[config.mk]
export PLATFORM = sky130hd
export DESIGN_NAME = ofeu_core
export DESIGN_NICKNAME = d
export VERILOG_FILES = /design/src/verilog/ofeu_pkg.sv /design/src/verilog/ofeu_field_extract.sv /design/src/verilog/ofeu_core.sv
export SDC_FILE = /design/constraint.sdc
export NUM_CORES = 1
export LEC_CHECK = 0
export BUFFER_PORTS_ARGS = -buffer_cell sky130_fd_sc_hd__buf_2
export CAP_MARGIN = 20
export CORE_AREA = 2 2 163 196
export CTS_CLUSTER_DIAMETER = 200
export DETAILED_ROUTE_END_ITERATION = 8
export DIE_AREA = 0 0 165 198
export PLACE_DENSITY = 0.74
export SYNTH_ARGS = -nofsm -noshare
export SYNTH_HDL_FRONTEND = slang
export SYNTH_SLANG_ARGS = --single-unit
[constraint.sdc]
create_clock -name clk_sys_in -period 6.8 [get_ports clk_sys_in]
set_clock_uncertainty 0.15 [all_clocks]
set_input_delay 0.34 -clock clk_sys_in [delete_from_list [all_inputs] [get_ports clk_sys_in]]
set_output_delay 0.34 -clock clk_sys_in [all_outputs]
set_load 0.01 [all_outputs]
[src/verilog/ofeu_pkg.sv]
`default_nettype none
package ofeu_pkg;
  // data type widths
  localparam int BYTE_W = 8;
  localparam int HALF_W = 16;
  localparam int WORD_W = 32;
  localparam int POS_W  = 5;
  // request operations
  typedef enum logic [2:0] {
    OP_LOAD  = 3'h0,
    OP_REGSRC = 3'h1,
    OP_STORE = 3'h2,
    OP_FIELD = 3'h3,
    OP_FLOAT = 3'h4
  } ofeu_op_t;
  // operand sizes
  typedef enum logic [1:0] {
    SZ_BYTE = 2'h0,
    SZ_HALF = 2'h1,
    SZ_WORD = 2'h2
  } ofeu_size_t;
  // float formats
  typedef enum logic [1:0] {
    FP_SINGLE = 2'h0,
    FP_DOUBLE = 2'h1,
    FP_EXT    = 2'h2
  } ofeu_fpfmt_t;
  // single precision layout
  localparam int SP_SIGN   = 31;
  localparam int SP_EXP_HI = 30;
  localparam int SP_EXP_LO = 23;
  localparam int SP_FRC_HI = 22;
  // double precision layout
  localparam int DP_SIGN   = 63;
  localparam int DP_EXP_HI = 62;
  localparam int DP_EXP_LO = 52;
  localparam int DP_FRC_HI = 51;
  // double extended layout
  localparam int XP_TOP    = 85;
  localparam int XP_SIGN   = 79;
  localparam int XP_EXP_HI = 78;
  localparam int XP_EXP_LO = 64;
  localparam int XP_INT    = 63;
  localparam int XP_FRC_HI = 62;
  localparam int FP_EXP_W  = 15;
  localparam int FP_FRC_W  = 63;
  // instruction stream
  localparam int DESC_REG_LO  = 0;
  localparam int DESC_MODE_LO = 4;
  localparam int NIB_W        = 4;
  localparam int MAX_IMM      = 4;
  localparam int CNT_W        = 3;
  typedef enum logic [1:0] {
    IS_IDLE = 2'h0,
    IS_OPC2 = 2'h1,
    IS_DATA = 2'h2
  } ofeu_istate_t;
  // reset values
  localparam logic [31:0] RST_WORD = 32'h0000_0000;
endpackage
`default_nettype wire

[src/verilog/ofeu_field_extract.sv]
`timescale 1ns/1ps
`default_nettype none
module ofeu_field_extract (
  // source word and field selection
  input  wire logic [31:0] word_in,
  input  wire logic [4:0]  offset_in,
  input  wire logic [4:0]  width_in,
  // extracted field, zero above its top bit
  output logic      [31:0] field_out,
  output logic      [31:0] mask_out
);
  logic [63:0] doubled;
  logic [63:0] shifted;
  logic [31:0] rotated;

  always_comb begin
    // bits past 31 come back in from bit 0 of the same word
    doubled = {word_in, word_in};
    shifted = doubled >> offset_in;
    rotated = shifted[31:0];
    mask_out = ~(32'hFFFF_FFFE << width_in);
    field_out = rotated & mask_out;
  end
endmodule
`default_nettype wire

[src/verilog/ofeu_core.sv]
// Notes on behaviour
// - byte is eight bits, any address
// - halfword sixteen bits, even addresses only
// - word thirty-two bits, addresses multiple of four
// - all float operands four-byte aligned
// - single: sign 31, exponent 30:23
// - double: sign 63, exponent 62:52
// - extended: sign 79, exponent, integer bit 63
// - signed or unsigned, two's complement
// - offset bit becomes field bit zero
// - field length is width plus one
// - field wraps inside its own word
// - memory data most significant byte first
// - results always full thirty-two bits
// - signed loads sign extend, byte or halfword
// - unsigned loads zero extend, byte or halfword
// - byte source zero extends unless expanded
// - halfword source sign extends unless expanded
// - instruction: one/two opcode bytes, operands
// - operand is descriptor plus data bytes
// - immediate data least significant byte first
// - descriptor: register low, mode high nibble
`timescale 1ns/1ps
`default_nettype none
module ofeu_core (
  // clock and reset
  input  wire logic        clk_sys_in,
  input  wire logic        rst_in,
  // operand request
  input  wire logic        req_valid_in,
  input  wire logic [2:0]  req_op_in,
  input  wire logic [1:0]  req_size_in,
  input  wire logic        req_signed_in,
  input  wire logic        req_expand_in,
  input  wire logic [31:0] req_addr_in,
  input  wire logic [31:0] req_word_in,
  input  wire logic [4:0]  req_offset_in,
  input  wire logic [4:0]  req_width_in,
  input  wire logic [1:0]  req_fpfmt_in,
  input  wire logic [31:0] req_word1_in,
  input  wire logic [31:0] req_word2_in,
  // operand result
  output logic             res_valid_out,
  output logic [31:0]      res_data_out,
  output logic             res_align_err_out,
  output logic [31:0]      st_data_out,
  output logic [3:0]       st_be_out,
  output logic             fp_sign_out,
  output logic [14:0]      fp_exp_out,
  output logic             fp_int_out,
  output logic [62:0]      fp_frac_out,
  // instruction byte stream
  input  wire logic        ib_valid_in,
  input  wire logic [7:0]  ib_byte_in,
  input  wire logic        ib_opc_in,
  input  wire logic        ib_opc2_in,
  input  wire logic        ib_desc_in,
  input  wire logic [2:0]  ib_len_in,
  // decoded instruction pieces
  output logic             opc_valid_out,
  output logic [15:0]      opc_out,
  output logic             opd_valid_out,
  output logic [3:0]       opd_mode_out,
  output logic [3:0]       opd_reg_out,
  output logic [31:0]      opd_imm_out,
  output logic [2:0]       opd_len_out,
  output logic             ib_err_out
);
  typedef struct packed {
    logic                  res_valid;
    logic [31:0]           res_data;
    logic                  align_err;
    logic [31:0]           st_data;
    logic [3:0]            st_be;
    logic                  fp_sign;
    logic [14:0]           fp_exp;
    logic                  fp_int;
    logic [62:0]           fp_frac;
    ofeu_pkg::ofeu_istate_t ist;
    logic                  opc_valid;
    logic [15:0]           opc;
    logic                  opd_valid;
    logic [3:0]            opd_mode;
    logic [3:0]            opd_reg;
    logic [31:0]           opd_imm;
    logic [2:0]            opd_len;
    logic [2:0]            got;
    logic                  ib_err;
  } ofeu_state_t;

  ofeu_state_t st;
  ofeu_state_t next_st;

  logic [31:0] field_word;
  logic [31:0] field_mask;
  logic [7:0]  lane_byte;
  logic [15:0] lane_half;
  logic        ext_signed;
  logic        misaligned;
  logic [63:0] dbl;
  logic [85:0] ext;
  logic [31:0] ext_val;

  ofeu_field_extract u_field (
    .word_in   (req_word_in),
    .offset_in (req_offset_in),
    .width_in  (req_width_in),
    .field_out (field_word),
    .mask_out  (field_mask)
  );

  // lane of the addressed unit inside a big-endian word
  always_comb begin
    case (req_addr_in[1:0])
      2'h0: lane_byte = req_word_in[31:24];
      2'h1: lane_byte = req_word_in[23:16];
      2'h2: lane_byte = req_word_in[15:8];
      default: lane_byte = req_word_in[7:0];
    endcase
    case (req_addr_in[1])
      1'b0: lane_half = req_word_in[31:16];
      default: lane_half = req_word_in[15:0];
    endcase
  end

  wire logic [3:0] lane_be;

  // store byte enables, bit 3 is the lane at the lowest address
  for (genvar g = 0; g < 4; g++) begin : g_lane
    logic en;
    always_comb begin
      case (req_size_in)
        ofeu_pkg::SZ_BYTE: en = req_addr_in[1:0] == 2'(3 - g);
        ofeu_pkg::SZ_HALF: en = req_addr_in[1] == (g < 2);
        default: en = 1'b1;
      endcase
    end
    assign lane_be[g] = en;
  end

  // extension source and mode
  always_comb begin
    ext_signed = req_signed_in;
    if (req_op_in == ofeu_pkg::OP_REGSRC && !req_expand_in) begin
      ext_signed = (req_size_in == ofeu_pkg::SZ_HALF);
    end
    ext_val = req_word_in;
    case (req_size_in)
      ofeu_pkg::SZ_BYTE: begin
        if (req_op_in == ofeu_pkg::OP_LOAD) begin
          ext_val = {{24{ext_signed & lane_byte[7]}}, lane_byte};
        end else begin
          ext_val = {{24{ext_signed & req_word_in[7]}},
                     req_word_in[7:0]};
        end
      end
      ofeu_pkg::SZ_HALF: begin
        if (req_op_in == ofeu_pkg::OP_LOAD) begin
          ext_val = {{16{ext_signed & lane_half[15]}}, lane_half};
        end else begin
          ext_val = {{16{ext_signed & req_word_in[15]}},
                     req_word_in[15:0]};
        end
      end
      default: ext_val = req_word_in;
    endcase
  end

  // alignment of the addressed unit
  always_comb begin
    case (req_size_in)
      ofeu_pkg::SZ_BYTE: misaligned = 1'b0;
      ofeu_pkg::SZ_HALF: misaligned = req_addr_in[0];
      default: misaligned = |req_addr_in[1:0];
    endcase
    if (req_op_in == ofeu_pkg::OP_FLOAT) begin
      misaligned = |req_addr_in[1:0];
    end
    if (req_op_in == ofeu_pkg::OP_REGSRC ||
        req_op_in == ofeu_pkg::OP_FIELD) begin
      misaligned = 1'b0;
    end
  end

  // float words arrive first word most significant
  always_comb begin
    dbl = {req_word_in, req_word1_in};
    ext = {req_word_in[ofeu_pkg::XP_TOP-64:0], req_word1_in, req_word2_in};
  end

  always_comb begin
    next_st = st;
    next_st.res_valid = 1'b0;
    next_st.opc_valid = 1'b0;
    next_st.opd_valid = 1'b0;
    if (req_valid_in) begin
      next_st.res_valid = 1'b1;
      next_st.align_err = misaligned;
      next_st.res_data = ofeu_pkg::RST_WORD;
      next_st.st_be = 4'h0;
      case (req_op_in)
        ofeu_pkg::OP_LOAD,
        ofeu_pkg::OP_REGSRC: begin
          if (!misaligned) begin
            next_st.res_data = ext_val;
          end
        end
        ofeu_pkg::OP_STORE: begin
          next_st.res_data = req_word_in;
          if (!misaligned) begin
            next_st.st_be = lane_be;
            case (req_size_in)
              ofeu_pkg::SZ_BYTE: begin
                next_st.st_data = {4{req_word_in[7:0]}};
              end
              ofeu_pkg::SZ_HALF: begin
                next_st.st_data = {2{req_word_in[15:0]}};
              end
              default: begin
                next_st.st_data = req_word_in;
              end
            endcase
          end
        end
        ofeu_pkg::OP_FIELD: begin
          next_st.res_data = field_word;
        end
        ofeu_pkg::OP_FLOAT: begin
          next_st.fp_int = 1'b0;
          case (req_fpfmt_in)
            ofeu_pkg::FP_SINGLE: begin
              next_st.fp_sign = req_word_in[ofeu_pkg::SP_SIGN];
              next_st.fp_exp = {7'h00, req_word_in[
                ofeu_pkg::SP_EXP_HI:ofeu_pkg::SP_EXP_LO]};
              next_st.fp_frac = {40'h0,
                req_word_in[ofeu_pkg::SP_FRC_HI:0]};
            end
            ofeu_pkg::FP_DOUBLE: begin
              next_st.fp_sign = dbl[ofeu_pkg::DP_SIGN];
              next_st.fp_exp = {4'h0,
                dbl[ofeu_pkg::DP_EXP_HI:ofeu_pkg::DP_EXP_LO]};
              next_st.fp_frac = {11'h000, dbl[ofeu_pkg::DP_FRC_HI:0]};
            end
            default: begin
              next_st.fp_sign = ext[ofeu_pkg::XP_SIGN];
              next_st.fp_exp = ext[ofeu_pkg::XP_EXP_HI:ofeu_pkg::XP_EXP_LO];
              next_st.fp_int = ext[ofeu_pkg::XP_INT];
              next_st.fp_frac = ext[ofeu_pkg::XP_FRC_HI:0];
            end
          endcase
          next_st.res_data = req_word_in;
        end
        default: begin
          next_st.align_err = 1'b1;
        end
      endcase
    end

    // instruction byte stream
    if (ib_valid_in) begin
      case (st.ist)
        ofeu_pkg::IS_IDLE: begin
          if (ib_opc_in) begin
            next_st.opc = {8'h00, ib_byte_in};
            next_st.ib_err = 1'b0;
            if (ib_opc2_in) begin
              next_st.ist = ofeu_pkg::IS_OPC2;
            end else begin
              next_st.opc_valid = 1'b1;
            end
          end else if (ib_desc_in) begin
            next_st.opd_reg = ib_byte_in[ofeu_pkg::DESC_REG_LO +:
                                         ofeu_pkg::NIB_W];
            next_st.opd_mode = ib_byte_in[ofeu_pkg::DESC_MODE_LO +:
                                          ofeu_pkg::NIB_W];
            next_st.opd_imm = ofeu_pkg::RST_WORD;
            next_st.got = 3'h0;
            next_st.ib_err = 1'b0;
            if (ib_len_in > 3'(ofeu_pkg::MAX_IMM)) begin
              next_st.ib_err = 1'b1;
              next_st.opd_len = 3'(ofeu_pkg::MAX_IMM);
            end else begin
              next_st.opd_len = ib_len_in;
            end
            if (ib_len_in == 3'h0) begin
              next_st.opd_valid = 1'b1;
            end else begin
              next_st.ist = ofeu_pkg::IS_DATA;
            end
          end else begin
            next_st.ib_err = 1'b1;
          end
        end
        ofeu_pkg::IS_OPC2: begin
          next_st.opc = {st.opc[7:0], ib_byte_in};
          next_st.opc_valid = 1'b1;
          next_st.ist = ofeu_pkg::IS_IDLE;
        end
        ofeu_pkg::IS_DATA: begin
          case (st.got[1:0])
            2'h0: next_st.opd_imm[7:0] = ib_byte_in;
            2'h1: next_st.opd_imm[15:8] = ib_byte_in;
            2'h2: next_st.opd_imm[23:16] = ib_byte_in;
            default: next_st.opd_imm[31:24] = ib_byte_in;
          endcase
          next_st.got = st.got + 3'h1;
          if (st.got + 3'h1 == st.opd_len) begin
            next_st.opd_valid = 1'b1;
            next_st.ist = ofeu_pkg::IS_IDLE;
          end
        end
        default: begin
          next_st.ist = ofeu_pkg::IS_IDLE;
        end
      endcase
    end
  end

  always_ff @(posedge clk_sys_in or posedge rst_in) begin
    if (rst_in) begin
      st <= '0;
    end else begin
      st <= next_st;
    end
  end

  // outputs straight from the state
  assign res_valid_out     = st.res_valid;
  assign res_data_out      = st.res_data;
  assign res_align_err_out = st.align_err;
  assign st_data_out       = st.st_data;
  assign st_be_out         = st.st_be;
  assign fp_sign_out       = st.fp_sign;
  assign fp_exp_out        = st.fp_exp;
  assign fp_int_out        = st.fp_int;
  assign fp_frac_out       = st.fp_frac;
  assign opc_valid_out     = st.opc_valid;
  assign opc_out           = st.opc;
  assign opd_valid_out     = st.opd_valid;
  assign opd_mode_out      = st.opd_mode;
  assign opd_reg_out       = st.opd_reg;
  assign opd_imm_out       = st.opd_imm;
  assign opd_len_out       = st.opd_len;
  assign ib_err_out        = st.ib_err;
endmodule
`default_nettype wire

Word-level counts from Yosys, hierarchy flattened

Cells that the tools add are included.

Word-level logic and storage cells: 141
Flip-flop bits (word level): 217
Bits of input ports: 165

Bitwise logic cells: 9
Reductions and logical operators: 29
Shifts and indexed selects: 2
Order comparisons: 1
Equal/unequal tests: 25
Add/subtract/negate cells: 1
Multiplexer cells: 52

Operator list:

| cell                  | count |
|---|---|
| $pmux 32 s2           | 3 |
| $mux 150              | 1 |
| $pmux 63 s2           | 1 |
| $mux 32               | 3 |
| $pmux 32 s3           | 1 |
| $mux 47               | 2 |
| $mux 80               | 1 |
| $mux 36               | 2 |
| $mux 65               | 1 |
| $shr 64x5->32         | 1 |
| $mux 8                | 5 |
| $pmux 17 s2           | 1 |
| $and 32x32->32        | 1 |
| $not 32->32           | 1 |
| $pmux 16 s2           | 1 |
| $shl 32x5->32 const A | 1 |
| $reduce_and 5->1      | 5 |
| $pmux 8 s3            | 1 |
| $mux 17               | 1 |
| $mux 16               | 1 |
| $mux 1                | 12 |
| $pmux 1 s2            | 6 |
| $eq 2x1->1 const B    | 5 |
| $logic_not 2->1       | 5 |
| other kinds (27)      | 57 |

Longest topological paths before layout

Gate-level depths: netlist of the first run.

Depth in word-level cells: 9
Depth in mapped cells: 9

Modules after synthesis

From an unflattened synthesis of the first run, not the netlist that was laid out.

Cells, all modules: 1,633
Area total of the unflattened synthesis: 14,866.8 um2

By module, submodules not included:

| module             | cells each | area each (um2) | instances |
|---|---|---|---|
| ofeu_core          | 1,375      | 12,650.9        | 1 |
| ofeu_field_extract | 258        | 2,215.9         | 1 |

Worst setup path after synthesis of the first run

No wires, ideal clock.

Path kind: input to register
Start: in req_offset_in[2]
End: reg st, in the netlist res_data_out[8]
Data required time: 6.522 ns
Setup time: 0.128 ns
Cell stages on the path: 7
Data arrival time: 2.117 ns
Path slack: 4.405 ns
Cell sequence: buf_6 > buf_6 > mux4_2 > mux4_2 > mux2_2 > a22oi_1 > o21ai_1

Longest elaborated chain between the ends: 3

Ends and longest elaborated chain:

| item                 | RTL line                 | RTL |
|---|---|---|
| from (decl)          | ofeu_core.sv:37          | `input wire logic [4:0] req_offset_in,` |
| $shr 64x5->32        | ofeu_field_extract.sv:19 | `shifted = doubled >> offset_in;` |
| $and 32x32->32       | ofeu_field_extract.sv:22 | `field_out = rotated & mask_out;` |
| $pmux 32 s3          | ofeu_core.sv:201         | `case (req_op_in)` |
| to (signal assigned) | ofeu_core.sv:323         | `st <= next_st;` |
| to (decl)            | ofeu_core.sv:91          | `ofeu_state_t st;` |

No other way between the ends.
A chain may end at the register's enable or synchronous reset.

Final worst setup path of the first run

Start: in req_offset_in[3]
End: reg st, in the netlist res_data_out[10]

Same word-level chain as after synthesis.

==> flow_metrics.tcl, run 1 <==
set metrics [dict create \
    num_vias 13460 \
    relSlewSlack_pct 25.18 \
    tightest_slew_ps 1122 \
    power_density_nw_per_um2 278.5 \
    synth_cell_type_count 68 \
    drive_gt1_share_pct 27.92 \
    r2r_cells 5 \
    syn_area_um2 14870 \
    vias_per_cell 6.050 \
    num_rows 71 \
    grt_pass1_vias 13150 \
    min_path_type "in2reg" \
    rrSetupSlack_ps 4590 \
    track_usage_pct 31.53 \
    reg2reg_from "st[65]$_DFFE_PP0P_" \
    antenna_found_initial 2 \
    status "finished, final reports clean" \
    coreArea_um2 31000 \
    fill_cells 2768 \
    end_kind "register" \
    place_ws_ps 3517 \
    drt_wl_total_um 52760 \
    die_w_um 165 \
    cts.clk_slew.worst_paths_ps 70 \
    slew_viol_final 0 \
    cts-root-buf "clkbuf_16" \
    grt_max_degree 102 \
    nets 1979 \
    h-tree-depth 1 \
    ys_ff_latch 217 \
    fin_crit_ps 2818 \
    cts_setup_buffers 0 \
    ant_nets 0 \
    clock_path_buffers 3 \
    cts_tree "done" \
    cts_resized 0 \
    io_pins 377 \
    drt-pass1-iter-count 6 \
    synthToLayoutAreaGrowth_pct 11.74 \
    synth_edf_count 0 \
    arrival_ps 3060 \
    min_path_cells 3 \
    ys_seq_area_share_pct 36.51 \
    global_route.usage.met2_pct 52.24 \
    worstSetupPathType "in2reg" \
    drc_errors 0 \
    grt_first_pass_wirelength_um 77960 \
    io_buffers 346 \
    grt_overflow 0 \
    synth_ff_type "dfrtp_1" \
    first_iter_violations 1665 \
    synth.avg_cell_area_um2 8.760 \
    cap_viol_max_count 0 \
    top_usage_layer "met2" \
    yosys_warnings 0 \
    required_ps 7040 \
    synth_nets 1867 \
    clock.fmax_mhz 354.9 \
    post-dp-hpwl_um 36070 \
    timing.final.ws_setup_ps 3982 \
    r2r-end "opd_imm_out[15]$_DFFE_PP0P_" \
    fin_crit_sh_pct 41.44 \
    cts_sinks 217 \
    wl_per_cell_um 23.71 \
    clock_latency_ps 540 \
    critPathLaunchType "primary input" \
    cp_max_fo 46 \
    gp_congestion 0.9923 \
    critPathLaunch "req_offset_in[3]" \
    crit_path_end "res_data_out[10]$_DFFE_PP0P_" \
    syn_inst 1698 \
    power_leakage_nw 7.939 \
    vdd_drop_max_uv 255.8 \
    die_area_um2 32670 \
    grt_use_met1_pct 37.78 \
    finalSetupTns_ps 0 \
    use_met3_pct 5.677 \
    setup_violations 0 \
    cts_made_buffers 24 \
    grt_setup_unrepaired "no" \
    async_flop_share_pct 100.0 \
    final_hold_viol_count 0 \
    initial_utilization_pct 47.98 \
    fin_total_pwr_mw 4.629 \
    fp.dieH_um 198 \
]
## timing repair
item	4_1_cts	5_1_grt
hold buffers	78	0
setup endpoints to repair	0	0
endpoints found under the hold margin	176	0
## synthesized netlist by cell type (all sizes together) (3+ instances only)
cell type / instances / area (µm²)
nand3: 41 / 205.2
o221ai: 5 / 43.79
nand3b: 3 / 22.52
mux2i: 97 / 970.9
xnor2: 3 / 26.28
a211oi: 18 / 135.1
a2111oi: 3 / 45.05
nor4: 4 / 46.29
a21oi: 97 / 485.5
o211ai: 22 / 165.2
and2: 6 / 37.54
nand2: 282 / 1061
and3: 4 / 25.02
nor3b: 3 / 22.52
o21ai: 146 / 730.7
inv: 14 / 52.55
a221oi: 14 / 128.9
or4: 3 / 22.52
o21a: 3 / 22.52
nand4: 4 / 25.02
o31ai: 7 / 52.55
nor2: 134 / 503.0
clkbuf: 112 / 420.4
nor2b: 17 / 106.4
a22o: 3 / 26.28
a221o: 4 / 40.04
a31oi: 7 / 58.81
buf: 239 / 1744
o2111ai: 4 / 35.03
or3: 8 / 50.05
a22oi: 8 / 60.06
mux4: 37 / 833.3
nor3: 14 / 75.07
nand2b: 10 / 62.56
dfrtp: 217 / 5430
a32oi: 5 / 43.79
o2bb2ai: 7 / 61.31
mux2: 64 / 720.7
ha: 4 / 50.05
## kinds of logic after synthesis
logic type	synth area share [%]
buffers and inverters	14.91
adder cells (fa/ha/maj)	0.3365
AND/OR/NAND/NOR	15.55
flip-flops	36.51
XOR/XNOR	0.2945
AO/OA/AOI/OAI	15.44
multiplexers	16.98
## critical path, cell delays in order
cell and delay [ps]:
buf_2 820, mux4_2 620, mux2_2 330, mux2i_1 230
nor3_1 80, a211oi_1 430, o221ai_1 180
## layout by cell type (no fill, tap or decap), types with 8 or more instances in the layout
master,instances
a221oi_1,13
o211ai_1,22
mux2i_1,97
nand2b_1,10
mux4_2,37
nor2b_1,17
nand2_1,281
a22oi_1,8
or3_1,8
dfrtp_1,217
clkbuf_16,25
o21ai_0,142
buf_2,345
nor2_1,134
mux2_2,63
nand3_1,40
inv_1,13
a21oi_1,97
buf_4,14
nor3_1,13
dlygate4sd3_1,78
a211oi_1,18
## where the power goes
group / internal, mW / switching, mW
registers: 1.61 / 0.214
clock network: 0.760 / 0.569
logic: 0.583 / 0.894
total: 2.95 / 1.68
## final cells by class
| type | count | area [µm²] | share of cell area, % |
|---|---|---|---|
| clock buffer | 27 | 643.1 | 3.869 |
| clock inverter | 12 | 138.9 | 0.8356 |
| sequential | 217 | 5430 | 32.67 |
| antenna | 1 | 2.502 | 0.01506 |
| timing repair buffer | 437 | 2613 | 15.72 |
| multi-input combinational | 1116 | 7232 | 43.51 |
| inverter | 14 | 60.06 | 0.3613 |
| tap | 401 | 501.7 | 3.019 |
## sequential cells by signal (all words and copies together), names as in the netlist, 3 cells and up
register / count
fp_exp_out: 15
opd_mode_out: 4
opd_reg_out: 4
st_be_out: 4
opd_imm_out: 32
opd_len_out: 3
st: 5
res_data_out: 32
opc_out: 16
st_data_out: 32
fp_frac_out: 63
## stage by stage
step	utilization [%]	cell area, µm²	hold slack, ps	instances
after floorplan	-	14870	221.4	1698
after CTS	53.55	16600	0.2428	2222
final	53.61	16620	13.51	2225
after global placement	48.51	15040	297.2	2105
after global routing	53.60	16620	23.74	2224
after detailed placement	48.51	15040	301.3	2105
## per-layer routing
| metal | part of all wire, % | wire (µm) |
|---|---|---|
| met1 | 37 | 19350 |
| met2 | 48 | 25160 |
| met3 | 8.8 | 4627 |
| met4 | 6.9 | 3621 |
| met5 | 0 | 0 |
## how the worst min path moves through the flow
stage,to,slack (ps),startpoint
after detailed placement,fp_frac_out[57]$_DFFE_PP0P_,300,fp_frac_out[57]$_DFFE_PP0P_
after CTS,fp_frac_out[22]$_DFFE_PP0P_,0.2,req_word2_in[22]
after floorplan,res_valid_out$_DFF_PP0_,220,req_valid_in
after global routing,fp_frac_out[22]$_DFFE_PP0P_,20,req_word2_in[22]
final,fp_frac_out[22]$_DFFE_PP0P_,10,req_word2_in[22]
after global placement,opc_out[8]$_DFFE_PP0P_,300,opc_out[8]$_DFFE_PP0P_
Note: power is estimated with default switching activity, not from simulation.
==> run 2: changes to the inputs <==
--- a/config.mk
+++ b/config.mk
@@ -7,11 +7,11 @@
 export LEC_CHECK = 0
 export BUFFER_PORTS_ARGS = -buffer_cell sky130_fd_sc_hd__buf_2
 export CAP_MARGIN = 20
-export CORE_AREA = 2 2 163 196
+export CORE_AREA = 2 2 156 189
 export CTS_CLUSTER_DIAMETER = 200
 export DETAILED_ROUTE_END_ITERATION = 8
-export DIE_AREA = 0 0 165 198
-export PLACE_DENSITY = 0.74
+export DIE_AREA = 0 0 158 191
+export PLACE_DENSITY = 0.76
 export SYNTH_ARGS = -nofsm -noshare
 export SYNTH_HDL_FRONTEND = slang
 export SYNTH_SLANG_ARGS = --single-unit
==> constraint.sdc (replaced) <==
create_clock -name clk_sys_in -period 2.75 [get_ports clk_sys_in]
set_clock_uncertainty 0.15 [all_clocks]
set_input_delay 0.1375 -clock clk_sys_in [delete_from_list [all_inputs] [get_ports clk_sys_in]]
set_output_delay 0.1375 -clock clk_sys_in [all_outputs]
set_load 0.01 [all_outputs]
==> run 2 against run 1 <==
Critical path depth grew 2. Utilization grew 8.1 points. Wire length grew 4.3%. Register-to-register slack lost 4100 ps. Flip-flop and latch count is the same. Critical path type unchanged. Largest power group unchanged. Clock power grew 120%. Via count grew 4.3%. Worst hold slack gained 5.7 ps. Non-clock buffer count grew 103. Global-route usage grew 3.8 points.
==> flow_metrics.tcl, run 2 (same netlist as run 1, synthesis figures left out) <==
set metrics [dict create \
    required_ps 2980 \
    num_vias 14040 \
    fin_util_pct 61.67 \
    io_buffers 346 \
    grt_first_pass_wirelength_um 80930 \
    clock_path_buffers 3 \
    grt_overflow 0 \
    antenna_found_initial 1 \
    largest_reg_flops 63 \
    grt_pass1_vias 13680 \
    synthToLayoutAreaGrowth_pct 17.82 \
    ant_nets 0 \
    mostFrequentLayoutCell "buf_2" \
    final_cell_mix "345 x buf_2, 281 x nand2_1, 217 x dfrtp_1" \
    end_kind "register" \
    clock.fmax_mhz 409.0 \
    fill_cells 2316 \
    multi_input_area_um2 7232 \
    cp_max_fo 8 \
    place_ws_ps 320.3 \
    min_path_type "in2reg" \
    drt-pass1-iter-count 6 \
    grt_max_degree 136 \
    status "finished, final reports clean" \
    num_rows 68 \
    power_leakage_nw 8.400 \
    slew_viol_final 0 \
    cap_viol_max_count 0 \
    relSlewSlack_pct 27.68 \
    gp_congestion 0.9830 \
    post-dp-hpwl_um 36430 \
    tightest_slew_ps 1078 \
    cts.clk_slew.worst_paths_ps 80 \
    first_iter_violations 1626 \
    cts_resized 0 \
    design_area_um2 17530 \
    drc_errors 0 \
    io_pins 377 \
    initial_utilization_pct 52.34 \
    power_density_nw_per_um2 646.0 \
    whs_ps 19.20 \
    fp.dieH_um 191 \
    setup_violations 0 \
    fin_crit_sh_pct 88.91 \
    die_w_um 158 \
    worstSetupPathType "in2reg" \
    place_area_um2 15470 \
    cts_made_buffers 23 \
    h-tree-depth 1 \
    vdd_drop_max_uv 357.0 \
    cts_tree "done" \
    cts_sinks 217 \
    arrival_ps 2680 \
    track_usage_pct 35.33 \
    drt_wl_total_um 55020 \
    vias_per_cell 6.076 \
    fin_total_pwr_mw 11.32 \
    nets 2081 \
    grt_setup_unrepaired "no" \
    die_area_um2 30180 \
    cts-root-buf "clkbuf_16" \
    wl_per_cell_um 23.82 \
    seqCellArea_um2 5430 \
    timing.final.ws_setup_ps 305.0 \
    fin_crit_ps 2445 \
    final_hold_viol_count 0 \
    coreArea_um2 28420 \
    drive_gt1_share_pct 28.64 \
    critPathLaunchType "primary input" \
    clock_latency_ps 500 \
]
==> run 2: changes by cell type in the layout (fill, tap and decap cells not counted), sizes merged <==
| cell | delta |
|---|---|
| inv | -3 |
| bufinv | -2 |
| dlygate4sd3 | +59 |
| clkinvlp | -1 |
| clkinv | +4 |
| buf | +44 |
==> run 2: metal layers <==
layer  GRT usage, %  wire (µm)  vias to the layer above
met5              0          0                        -
met4          20.03       3529                        0
met3          7.232       5537                      213
met2          60.47      26580                      940
met1          40.97      19370                     6731
li1               -          -                     6152
==> run 2: timing repair <==
item	4_1_cts	5_1_grt
setup buffers	0	0
hold endpoints to repair	370	0
hold buffers	137	0
==> run 2: final cells by class <==
type / instances / share of cell area (%)
antenna: 1 / 0.01428
clock buffer: 27 / 3.541
clock inverter: 10 / 0.3213
inverter: 14 / 0.3213
multi-input combinational: 1116 / 41.27
sequential: 217 / 30.98
tap: 385 / 2.749
timing repair buffer: 540 / 20.80
==> run 2: through the flow <==
step / std cells / setup TNS (ps)
floorplan: 1698 / -78910
global placement: 2134 / 0
detailed placement: 2134 / 0
CTS: 2308 / 0
global route: 2310 / 0
finish: 2310 / 0
==> run 2: final timing paths <==
path	cells past startpoint	to	startpoint	slack, ps
max in group asynchronous	5	opc_out[8]$_DFFE_PP0P_	rst_in	1680
setup / recovery	9	res_data_out[28]$_DFFE_PP0P_	req_word_in[7]	310
hold reg to reg	2	opc_out[14]$_DFFE_PP0P_	opc_out[14]$_DFFE_PP0P_	310
hold / removal	3	st_data_out[22]$_DFFE_PP0P_	req_word_in[6]	20
min in group asynchronous	4	fp_frac_out[29]$_DFFE_PP0P_	rst_in	120
setup reg to reg	5	opd_imm_out[17]$_DFFE_PP0P_	st[65]$_DFFE_PP0P_	540
==> run 2: critical path: stages <==
cell and delay (ps):
dlygate4sd3_1 540, buf_2 230, buf_4 230, mux4_2 520, mux2_2 310, nor2_1 90
nor3_1 60, o21ai_0 390, o211ai_1 160
==> run 2: report_power, final <==
part           internal (mW)  switching, mW  leakage [nW]
Combinational           1.56           2.31          5.25
Clock                   1.60           1.32         0.342
Sequential              3.98          0.553          2.81
